### config.mk
export PLATFORM = sky130hd
export DESIGN_NAME = codec_power_control_reg
export DESIGN_NICKNAME = d
export VERILOG_FILES = /design/src/codec_pwr_pkg.sv /design/src/pin_sync.sv /design/src/codec_power_control_reg.sv
export SDC_FILE = /design/constraint.sdc
export NUM_CORES = 1
export LEC_CHECK = 0
export BUFFER_PORTS_ARGS = -buffer_cell sky130_fd_sc_hd__clkbuf_2
export CORE_ASPECT_RATIO = 0.75
export CORE_UTILIZATION = 35
export CTS_CLUSTER_DIAMETER = 100
export CTS_CLUSTER_SIZE = 14
export DETAILED_ROUTE_END_ITERATION = 8
export GPL_TIMING_DRIVEN = 0
export PLACE_DENSITY = 0.56
export SLEW_MARGIN = 20
export SYNTH_ARGS = -nofsm -noshare
export SYNTH_HDL_FRONTEND = slang
export SYNTH_SLANG_ARGS = --single-unit
### constraint.sdc
create_clock -name clk_in -period 1.6 [get_ports clk_in]
set_input_delay 0.24 -clock clk_in [delete_from_list [all_inputs] [get_ports clk_in]]
set_output_delay 0.24 -clock clk_in [all_outputs]
set_load 0.1 [all_outputs]
### src/codec_pwr_pkg.sv
package codec_pwr_pkg;
   localparam int CPC_OFFSET = 5;
   localparam int BIT_CORE_PD = 15;
   localparam int BIT_SIDETONE_PD = 13;
   localparam int BIT_DRIVER_SEL = 12;
   localparam int BIT_SIDETONE_DONE = 11;
   localparam int BIT_PLAYBACK_PD = 10;
   localparam int BIT_RECORD_PD = 9;
   localparam int BIT_VIRTUAL_GROUND_PD = 8;
   localparam int BIT_RECORD_DONE = 7;
   localparam int BIT_PLAYBACK_DONE = 6;
   localparam int BIT_WS_FUNC = 5;
   localparam int BIT_BIAS_SEL = 4;
   localparam int BIT_EFFECTS_EN = 1;
   localparam int BIT_DEEMPH_EN = 0;
   localparam logic [15:0] CPC_RESET = 16'hAFC0;
   localparam logic [15:0] CPC_WRITE_MASK = 16'hB733;
   localparam logic [15:0] CPC_RESERVED_MASK = 16'h400C;
endpackage

### src/pin_sync.sv
`timescale 1ns/1ps
module pin_sync #(
   parameter bit INIT = 1'b0
) (
   // Clock and reset
   input wire logic clk_in,
   input wire logic srst_in,
   // Asynchronous level and its filtered copy
   input wire logic async_in,
   output logic level_out
);
   typedef struct packed {
      logic s1;
      logic s2;
      logic s3;
      logic level;
   } sync_state_t;

   sync_state_t s;
   sync_state_t next_s;

   // A change is taken only when the second and third stages agree, so one late stage cannot glitch it.
   always_comb
   begin
      next_s = s;
      next_s.s1 = async_in;
      next_s.s2 = s.s1;
      next_s.s3 = s.s2;
      if (s.s2 == s.s3)
      begin
         next_s.level = s.s3;
      end
   end

   always_ff @(posedge clk_in)
   begin
      if (srst_in)
      begin
         s <= {INIT, INIT, INIT, INIT};
      end
      else
      begin
         s <= next_s;
      end
   end

   assign level_out = s.level;
endmodule

### src/codec_power_control_reg.sv
`timescale 1ns/1ps
module codec_power_control_reg
   import codec_pwr_pkg::*;
#(
   parameter int AW = 7
) (
   // Clock and reset
   input wire logic clk_in,
   input wire logic srst_in,
   // Register access from the serial control port
   input wire logic reg_wr_en_in,
   input wire logic reg_rd_en_in,
   input wire logic [AW-1:0] reg_addr_in,
   input wire logic [15:0] reg_wr_data_in,
   output logic [15:0] reg_rd_data_out,
   output logic reg_rd_valid_out,
   // Power-down completion from the analog blocks, high when fully off
   input wire logic sidetone_off_in,
   input wire logic record_conv_off_in,
   input wire logic playback_conv_off_in,
   // Pins
   input wire logic record_word_select_pin_in,
   input wire logic playback_lr_clock_in,
   // Power-down controls
   output logic codec_core_pd_out,
   output logic sidetone_analog_pd_out,
   output logic playback_conv_pd_out,
   output logic record_conv_pd_out,
   output logic virtual_ground_amp_pd_out,
   output logic hw_pd_out,
   // Mode controls
   output logic out_driver_power_sel_out,
   output logic record_ws_pin_func_out,
   output logic bias_level_sel_out,
   output logic effects_filter_en_out,
   output logic deemphasis_en_out,
   output logic record_ws_out,
   // Completion flags
   output logic sidetone_pd_done_out,
   output logic record_conv_pd_done_out,
   output logic playback_conv_pd_done_out
);
   typedef struct packed {
      logic [15:0] ctrl;
      logic [15:0] rd_data;
      logic rd_valid;
      logic core_pd;
      logic sidetone_pd;
      logic playback_pd;
      logic record_pd;
      logic virtual_ground_pd;
      logic hw_pd;
      logic record_ws;
      logic sidetone_done;
      logic record_done;
      logic playback_done;
   } cpc_state_t;

   cpc_state_t s;
   cpc_state_t next_s;
   logic addr_hit;
   logic sidetone_off;
   logic record_off;
   logic playback_off;
   logic ws_pin;
   logic lr_clock;

   // Completion inputs idle high so the flags read 1 straight out of reset.
   pin_sync #(.INIT(1'b1)) u_sync_sidetone (
      .clk_in(clk_in),
      .srst_in(srst_in),
      .async_in(sidetone_off_in),
      .level_out(sidetone_off)
   );

   pin_sync #(.INIT(1'b1)) u_sync_record (
      .clk_in(clk_in),
      .srst_in(srst_in),
      .async_in(record_conv_off_in),
      .level_out(record_off)
   );

   pin_sync #(.INIT(1'b1)) u_sync_playback (
      .clk_in(clk_in),
      .srst_in(srst_in),
      .async_in(playback_conv_off_in),
      .level_out(playback_off)
   );

   pin_sync #(.INIT(1'b0)) u_sync_ws_pin (
      .clk_in(clk_in),
      .srst_in(srst_in),
      .async_in(record_word_select_pin_in),
      .level_out(ws_pin)
   );

   pin_sync #(.INIT(1'b0)) u_sync_lr_clock (
      .clk_in(clk_in),
      .srst_in(srst_in),
      .async_in(playback_lr_clock_in),
      .level_out(lr_clock)
   );

   assign addr_hit = (reg_addr_in == AW'(CPC_OFFSET));

   always_comb
   begin
      next_s = s;
      next_s.rd_valid = 1'b0;
      // Only writable bits take the written value; flags and reserved bits are never stored.
      if (reg_wr_en_in && addr_hit)
      begin
         next_s.ctrl = reg_wr_data_in & CPC_WRITE_MASK;
      end
      // The pin acts as an active-high hardware power-down only while it is not a word select.
      next_s.hw_pd = !next_s.ctrl[BIT_WS_FUNC] && ws_pin;
      // The codec-wide power-down also forces every sub-block down, so no path runs without the core.
      next_s.core_pd = next_s.ctrl[BIT_CORE_PD] || next_s.hw_pd;
      next_s.sidetone_pd = next_s.ctrl[BIT_SIDETONE_PD] || next_s.core_pd;
      next_s.playback_pd = next_s.ctrl[BIT_PLAYBACK_PD] || next_s.core_pd;
      next_s.record_pd = next_s.ctrl[BIT_RECORD_PD] || next_s.core_pd;
      next_s.virtual_ground_pd = next_s.ctrl[BIT_VIRTUAL_GROUND_PD] || next_s.core_pd;
      // A flag shows done only while power-down is requested and the block reports itself off.
      next_s.sidetone_done = next_s.sidetone_pd && sidetone_off;
      next_s.record_done = next_s.record_pd && record_off;
      next_s.playback_done = next_s.playback_pd && playback_off;
      // Without its own word select the record side runs on the playback frame clock.
      if (next_s.ctrl[BIT_WS_FUNC])
      begin
         next_s.record_ws = ws_pin;
      end
      else
      begin
         next_s.record_ws = lr_clock;
      end
      // A read returns the value held before any write in the same cycle; unmapped reads give zero.
      if (reg_rd_en_in)
      begin
         next_s.rd_valid = 1'b1;
         next_s.rd_data = 16'h0000;
         if (addr_hit)
         begin
            next_s.rd_data = s.ctrl & ~CPC_RESERVED_MASK;
            next_s.rd_data[BIT_SIDETONE_DONE] = s.sidetone_done;
            next_s.rd_data[BIT_RECORD_DONE] = s.record_done;
            next_s.rd_data[BIT_PLAYBACK_DONE] = s.playback_done;
         end
      end
   end

   always_ff @(posedge clk_in)
   begin
      if (srst_in)
      begin
         s <= '0;
         s.ctrl <= CPC_RESET & CPC_WRITE_MASK;
         s.core_pd <= 1'b1;
         s.sidetone_pd <= 1'b1;
         s.playback_pd <= 1'b1;
         s.record_pd <= 1'b1;
         s.virtual_ground_pd <= 1'b1;
         s.sidetone_done <= 1'b1;
         s.record_done <= 1'b1;
         s.playback_done <= 1'b1;
      end
      else
      begin
         s <= next_s;
      end
   end

   assign reg_rd_data_out = s.rd_data;
   assign reg_rd_valid_out = s.rd_valid;
   assign codec_core_pd_out = s.core_pd;
   assign sidetone_analog_pd_out = s.sidetone_pd;
   assign playback_conv_pd_out = s.playback_pd;
   assign record_conv_pd_out = s.record_pd;
   assign virtual_ground_amp_pd_out = s.virtual_ground_pd;
   assign hw_pd_out = s.hw_pd;
   // The mode bits are plain register bits, so they leave straight from the stored copy.
   assign out_driver_power_sel_out = s.ctrl[BIT_DRIVER_SEL];
   assign record_ws_pin_func_out = s.ctrl[BIT_WS_FUNC];
   assign bias_level_sel_out = s.ctrl[BIT_BIAS_SEL];
   assign effects_filter_en_out = s.ctrl[BIT_EFFECTS_EN];
   assign deemphasis_en_out = s.ctrl[BIT_DEEMPH_EN];
   assign record_ws_out = s.record_ws;
   assign sidetone_pd_done_out = s.sidetone_done;
   assign record_conv_pd_done_out = s.record_done;
   assign playback_conv_pd_done_out = s.playback_done;
endmodule

# == After elaboration in Yosys (flattened, before gate mapping) ==
# Index checks and enable logic that the tools add are counted.
# totals
regBits,57
elab_cells,55
# op_classes
n_eq_ne,6
mux,4
n_reduce_logical,11
# op_table
op,n
16-bit 2-to-1 mux,2
7-bit by 3-bit == test with 1-bit output (second input constant),1
1-bit == test,5
1-bit logical AND,5
1-bit logical OR,5
1-bit 2-to-1 mux,2
1-bit zero test,1

# == Longest topological paths before layout ==
# depth
word_depth,8
depth_mapped,5

# == Cells and area by module ==
# From an unflattened synthesis, not the netlist that was laid out.
# unflattened
hier_cells,198
area_unflattened_um2,1950.6
# by_module_without_submodules
mod,n_inst,cells_each,area_each_um2,seq_area_each_um2
codec_power_control_reg,1,148,1380.1,680.7
pin_sync (u_sync_playback ...),3,10,115.1,80.1
pin_sync (u_sync_lr_clock ...),2,10,112.6,80.1

# == Least setup slack after synthesis ==
# OpenSTA, ideal clock, no wires.
# synth_timing
path_kind,reg2reg
startpoint,"register s, in the netlist record_ws_pin_func_out"
endpoint,"register s, in the netlist hw_pd_out"
setup_time_ns,0.116
arrival_ns,1.574
required_time_ns,1.484
slack_ns,-0.090
stages_incl_launch_ff,4
path_buffers,0
path_cell_list,dfxtp_1 a21bo_1 and2_1 and3b_1
# synth_between
elab_chain_cells,3
# synth_rtl
element,line_no,source
"start, declared",codec_power_control_reg.sv:59,cpc_state_t s;
"start signal, assigned",codec_power_control_reg.sv:168,s <= next_s;
16-bit 2-to-1 mux,codec_power_control_reg.sv:111,if (reg_wr_en_in && addr_hit)
1-bit zero test,codec_power_control_reg.sv:116,next_s.hw_pd = !next_s.ctrl[BIT_WS_FUNC] && ws_pin;
1-bit logical AND,codec_power_control_reg.sv:116,
# No other way between the ends.
# A chain may end at the register's enable or synchronous reset.

# == Worst setup path in the final report ==
# layout_timing
startpoint,input reg_addr_in[5]
endpoint,"register s, in the netlist virtual_ground_amp_pd_out"
# layout_between
elab_chain_cells,7
# layout_rtl
element,line_no,source
"start, declared",codec_power_control_reg.sv:13,"input wire logic [AW-1:0] reg_addr_in,"
7-bit by 3-bit == test with 1-bit output *,codec_power_control_reg.sv:104,assign addr_hit = (reg_addr_in == AW'(CPC_OFFSET));
1-bit logical AND *,codec_power_control_reg.sv:111,
16-bit 2-to-1 mux *,codec_power_control_reg.sv:111,
1-bit zero test,codec_power_control_reg.sv:116,
1-bit logical AND,codec_power_control_reg.sv:116,
1-bit logical OR,codec_power_control_reg.sv:118,next_s.core_pd = next_s.ctrl[BIT_CORE_PD] || next_s.hw_pd;
1-bit logical OR *,codec_power_control_reg.sv:122,next_s.virtual_ground_pd = next_s.ctrl[BIT_VIRTUAL_GROUND_PD] || next_s.core_pd;
# Mark *: on every way between the ends. The rest lies on a longest branch, timed or not.

==> impl_metrics.json <==
{
  "grt_use_total": 0.142,
  "cts_setup_buffers": 0,
  "crit_path_max_fanout": 8,
  "fin_crit_sh": 0.905,
  "drive_above_1_share": 0.383,
  "hold_viol_final": 0,
  "final_cell_mix": "clkbuf_2, dfxtp_1, a21oi_1",
  "grt_setup_unrepaired": "false",
  "fmax_mhz": 691,
  "netlist_area_sq_um": 1990,
  "status": "completed",
  "first_global_vias": 1327,
  "grt_pass1_wl_um": 6330,
  "ys_ff_latch": 54,
  "tightest_slew_ps": 559,
  "die_h_um": 67.3,
  "ant_nets": 0,
  "avgSynthCellArea_sq_um": 9.95,
  "viasPerCell": 4.39,
  "portBuffers": 54,
  "cts.sinks": 54,
  "areaGrowthSynthToFinish_pct": 24.5,
  "synthCells": 200,
  "place.gp.congestion": 0.689,
  "fp.dieW_um": 89.1,
  "die_area_sq_um": 5990,
  "pin_count": 64,
  "clock_skew_ps": 6.96,
  "nFillCells": 549,
  "drcViolationCount": 0,
  "coreArea_sq_um": 5410,
  "hpwl_um": 2740,
  "cp-start-kind": "input port",
  "peakVddDrop_v": 0.000466,
  "regToRegStartpoint": "record_ws_pin_func_out",
  "cp_top_family": "simple AND/OR/NAND/NOR gates",
  "rows": 23,
  "yosys_warnings": 0,
  "post-route-min-period_ps": 1450,
  "crit_path_start": "reg_addr_in[5]",
  "critical_path.slowest_cell": "nor4b_4",
  "cpPeakStageDelay_ps": 550,
  "wl_per_cell_um": 11.4,
  "path_buf_inv": 2,
  "synth-edff-count": 0,
  "max_cap_violations": 0,
  "cts_tree": "yes",
  "synthFlopType": "dfxtp_1",
  "setup.worst_path.end_class": "flip-flop",
  "slew_viol_final": 0,
  "tns_ps": 0,
  "clock-root-buffer": "clkbuf_8",
  "routed_wl_um": 3860,
  "postCtsResizedCells": 0,
  "required_ps": 1780,
  "hold_class": "input port to flip-flop",
  "grt.overflow.total": 0,
  "crit_chain": "clkbuf_2, nor4b_4, and2_1, buf_6, mux2i_1, nand4b_1",
  "antennaDiodeCount": 0,
  "cp.arrival_ps": 1630,
  "power.leakage_nw": 1.05,
  "grt_max_degree": 18,
  "clk_pin_slew_ps": 100,
  "setup_viol": 0,
  "synth_cell_types": 34,
  "max_slew_margin": 0.626,
  "drt-pass1-iter-count": 4,
  "numCtsBuffers": 5,
  "postCtsHoldBufs": 0,
  "layout_commonest_cell": "clkbuf_2",
  "ys_async_sr_fraction": 0,
  "power_per_cell_area_nw_per_um2": 985,
  "min_from": "sidetone_off_in",
  "nets": 295,
  "post_dp_cell_area_sq_um": 2360,
  "vias": 1489,
  "clockBufferDepth": 2,
  "grt_antenna_before_repair": 0,
  "htreeDepth": 2,
  "postLayoutCellArea_sq_um": 2480,
  "clk-insertion-delay-late_ps": 310,
  "initial_core_util": 0.368,
  "drt_iter0_markers": 68,
  "crit_type": "input port to flip-flop",
  "seq_area_frac_synth": 0.543
}
[layer usage]
layer,global-route usage,share of wire,up-vias
li1,-,-,767
met1,0.196,0.52,685
met2,0.221,0.43,32
met3,0.0391,0.041,5
met4,0.0357,0.0060,0
met5,0,0,-
[metrics by stage]
step	utilization	hold slack [ps]	worst slack (ps)	power, mW	std cells
after global routing	0.458	107	17.9	2.52	339
after CTS	0.458	92.5	146	2.47	339
after detailed placement	0.437	393	-184	1.55	331
final	0.458	105	152	2.44	339
after global placement	0.437	392	-181	1.55	331
after floorplan	-	329	176	1.50	202
[registers in the layout, summed over array words and instances, names as in the netlist, 2 cells and up]
register and flops:
u_sync_ws_pin.next_s 2, u_sync_playback.next_s 2, reg_rd_data_out 13, s 5
u_sync_sidetone.next_s 2, u_sync_record.next_s 2, u_sync_lr_clock.next_s 2
[area by class of cell]
| cell class | instances | area (sq um) | share of cell area |
|---|---|---|---|
| inverter | 3 | 11.3 | 0.00455 |
| clock inverter | 3 | 45.0 | 0.0182 |
| sequential | 54 | 1080 | 0.437 |
| buffer | 24 | 165 | 0.0667 |
| clock buffer | 5 | 68.8 | 0.0278 |
| multi-input combinational | 121 | 739 | 0.299 |
| tap | 75 | 93.8 | 0.0379 |
| timing repair buffer | 54 | 270 | 0.109 |
[Yosys cell counts (2+ instances only)]
library cell | instances | area (sq um)
a211oi_2 | 3 | 37.5
a21boi_0 | 3 | 22.5
a21oi_1 | 22 | 110
a31oi_1 | 3 | 18.8
and2_1 | 2 | 12.5
buf_1 | 2 | 7.51
buf_4 | 16 | 120
buf_6 | 2 | 22.5
clkbuf_1 | 4 | 15.0
dfxtp_1 | 54 | 1080
inv_1 | 3 | 11.3
nand2_1 | 10 | 37.5
nand2b_1 | 2 | 12.5
nand3_1 | 5 | 25.0
nor2_1 | 20 | 75.1
nor2b_1 | 20 | 125
o21ai_0 | 2 | 10.0
o21bai_1 | 3 | 22.5
or2_2 | 9 | 56.3
[path summary, 6_finish.rpt]
kind,end,slack [ps],cells after the start
worst max-delay path,virtual_ground_amp_pd_out,150,6
worst min-delay path,u_sync_sidetone.next_s[2],110,2
worst max register to register,sidetone_pd_done_out,550,3
worst min register to register,u_sync_playback.next_s[1],420,1
[cell families after synthesis]
kind of cell           count (synthesis)  share of synthesized area
muxes                                  2                     0.0164
and+or+nand+nor                       77                      0.224
other                                  1                    0.00188
buffers and inverters                 27                     0.0887
AOI/OAI and AO/OA                     39                      0.126
DFF                                   54                      0.543
[where the power goes]
part           internal (mW)  switching, mW  total (mW)
combinational         0.0512          0.100       0.151
sequential              1.36        0.00624        1.37
clock                  0.466          0.454       0.920
(Power assumes the default switching activity.)
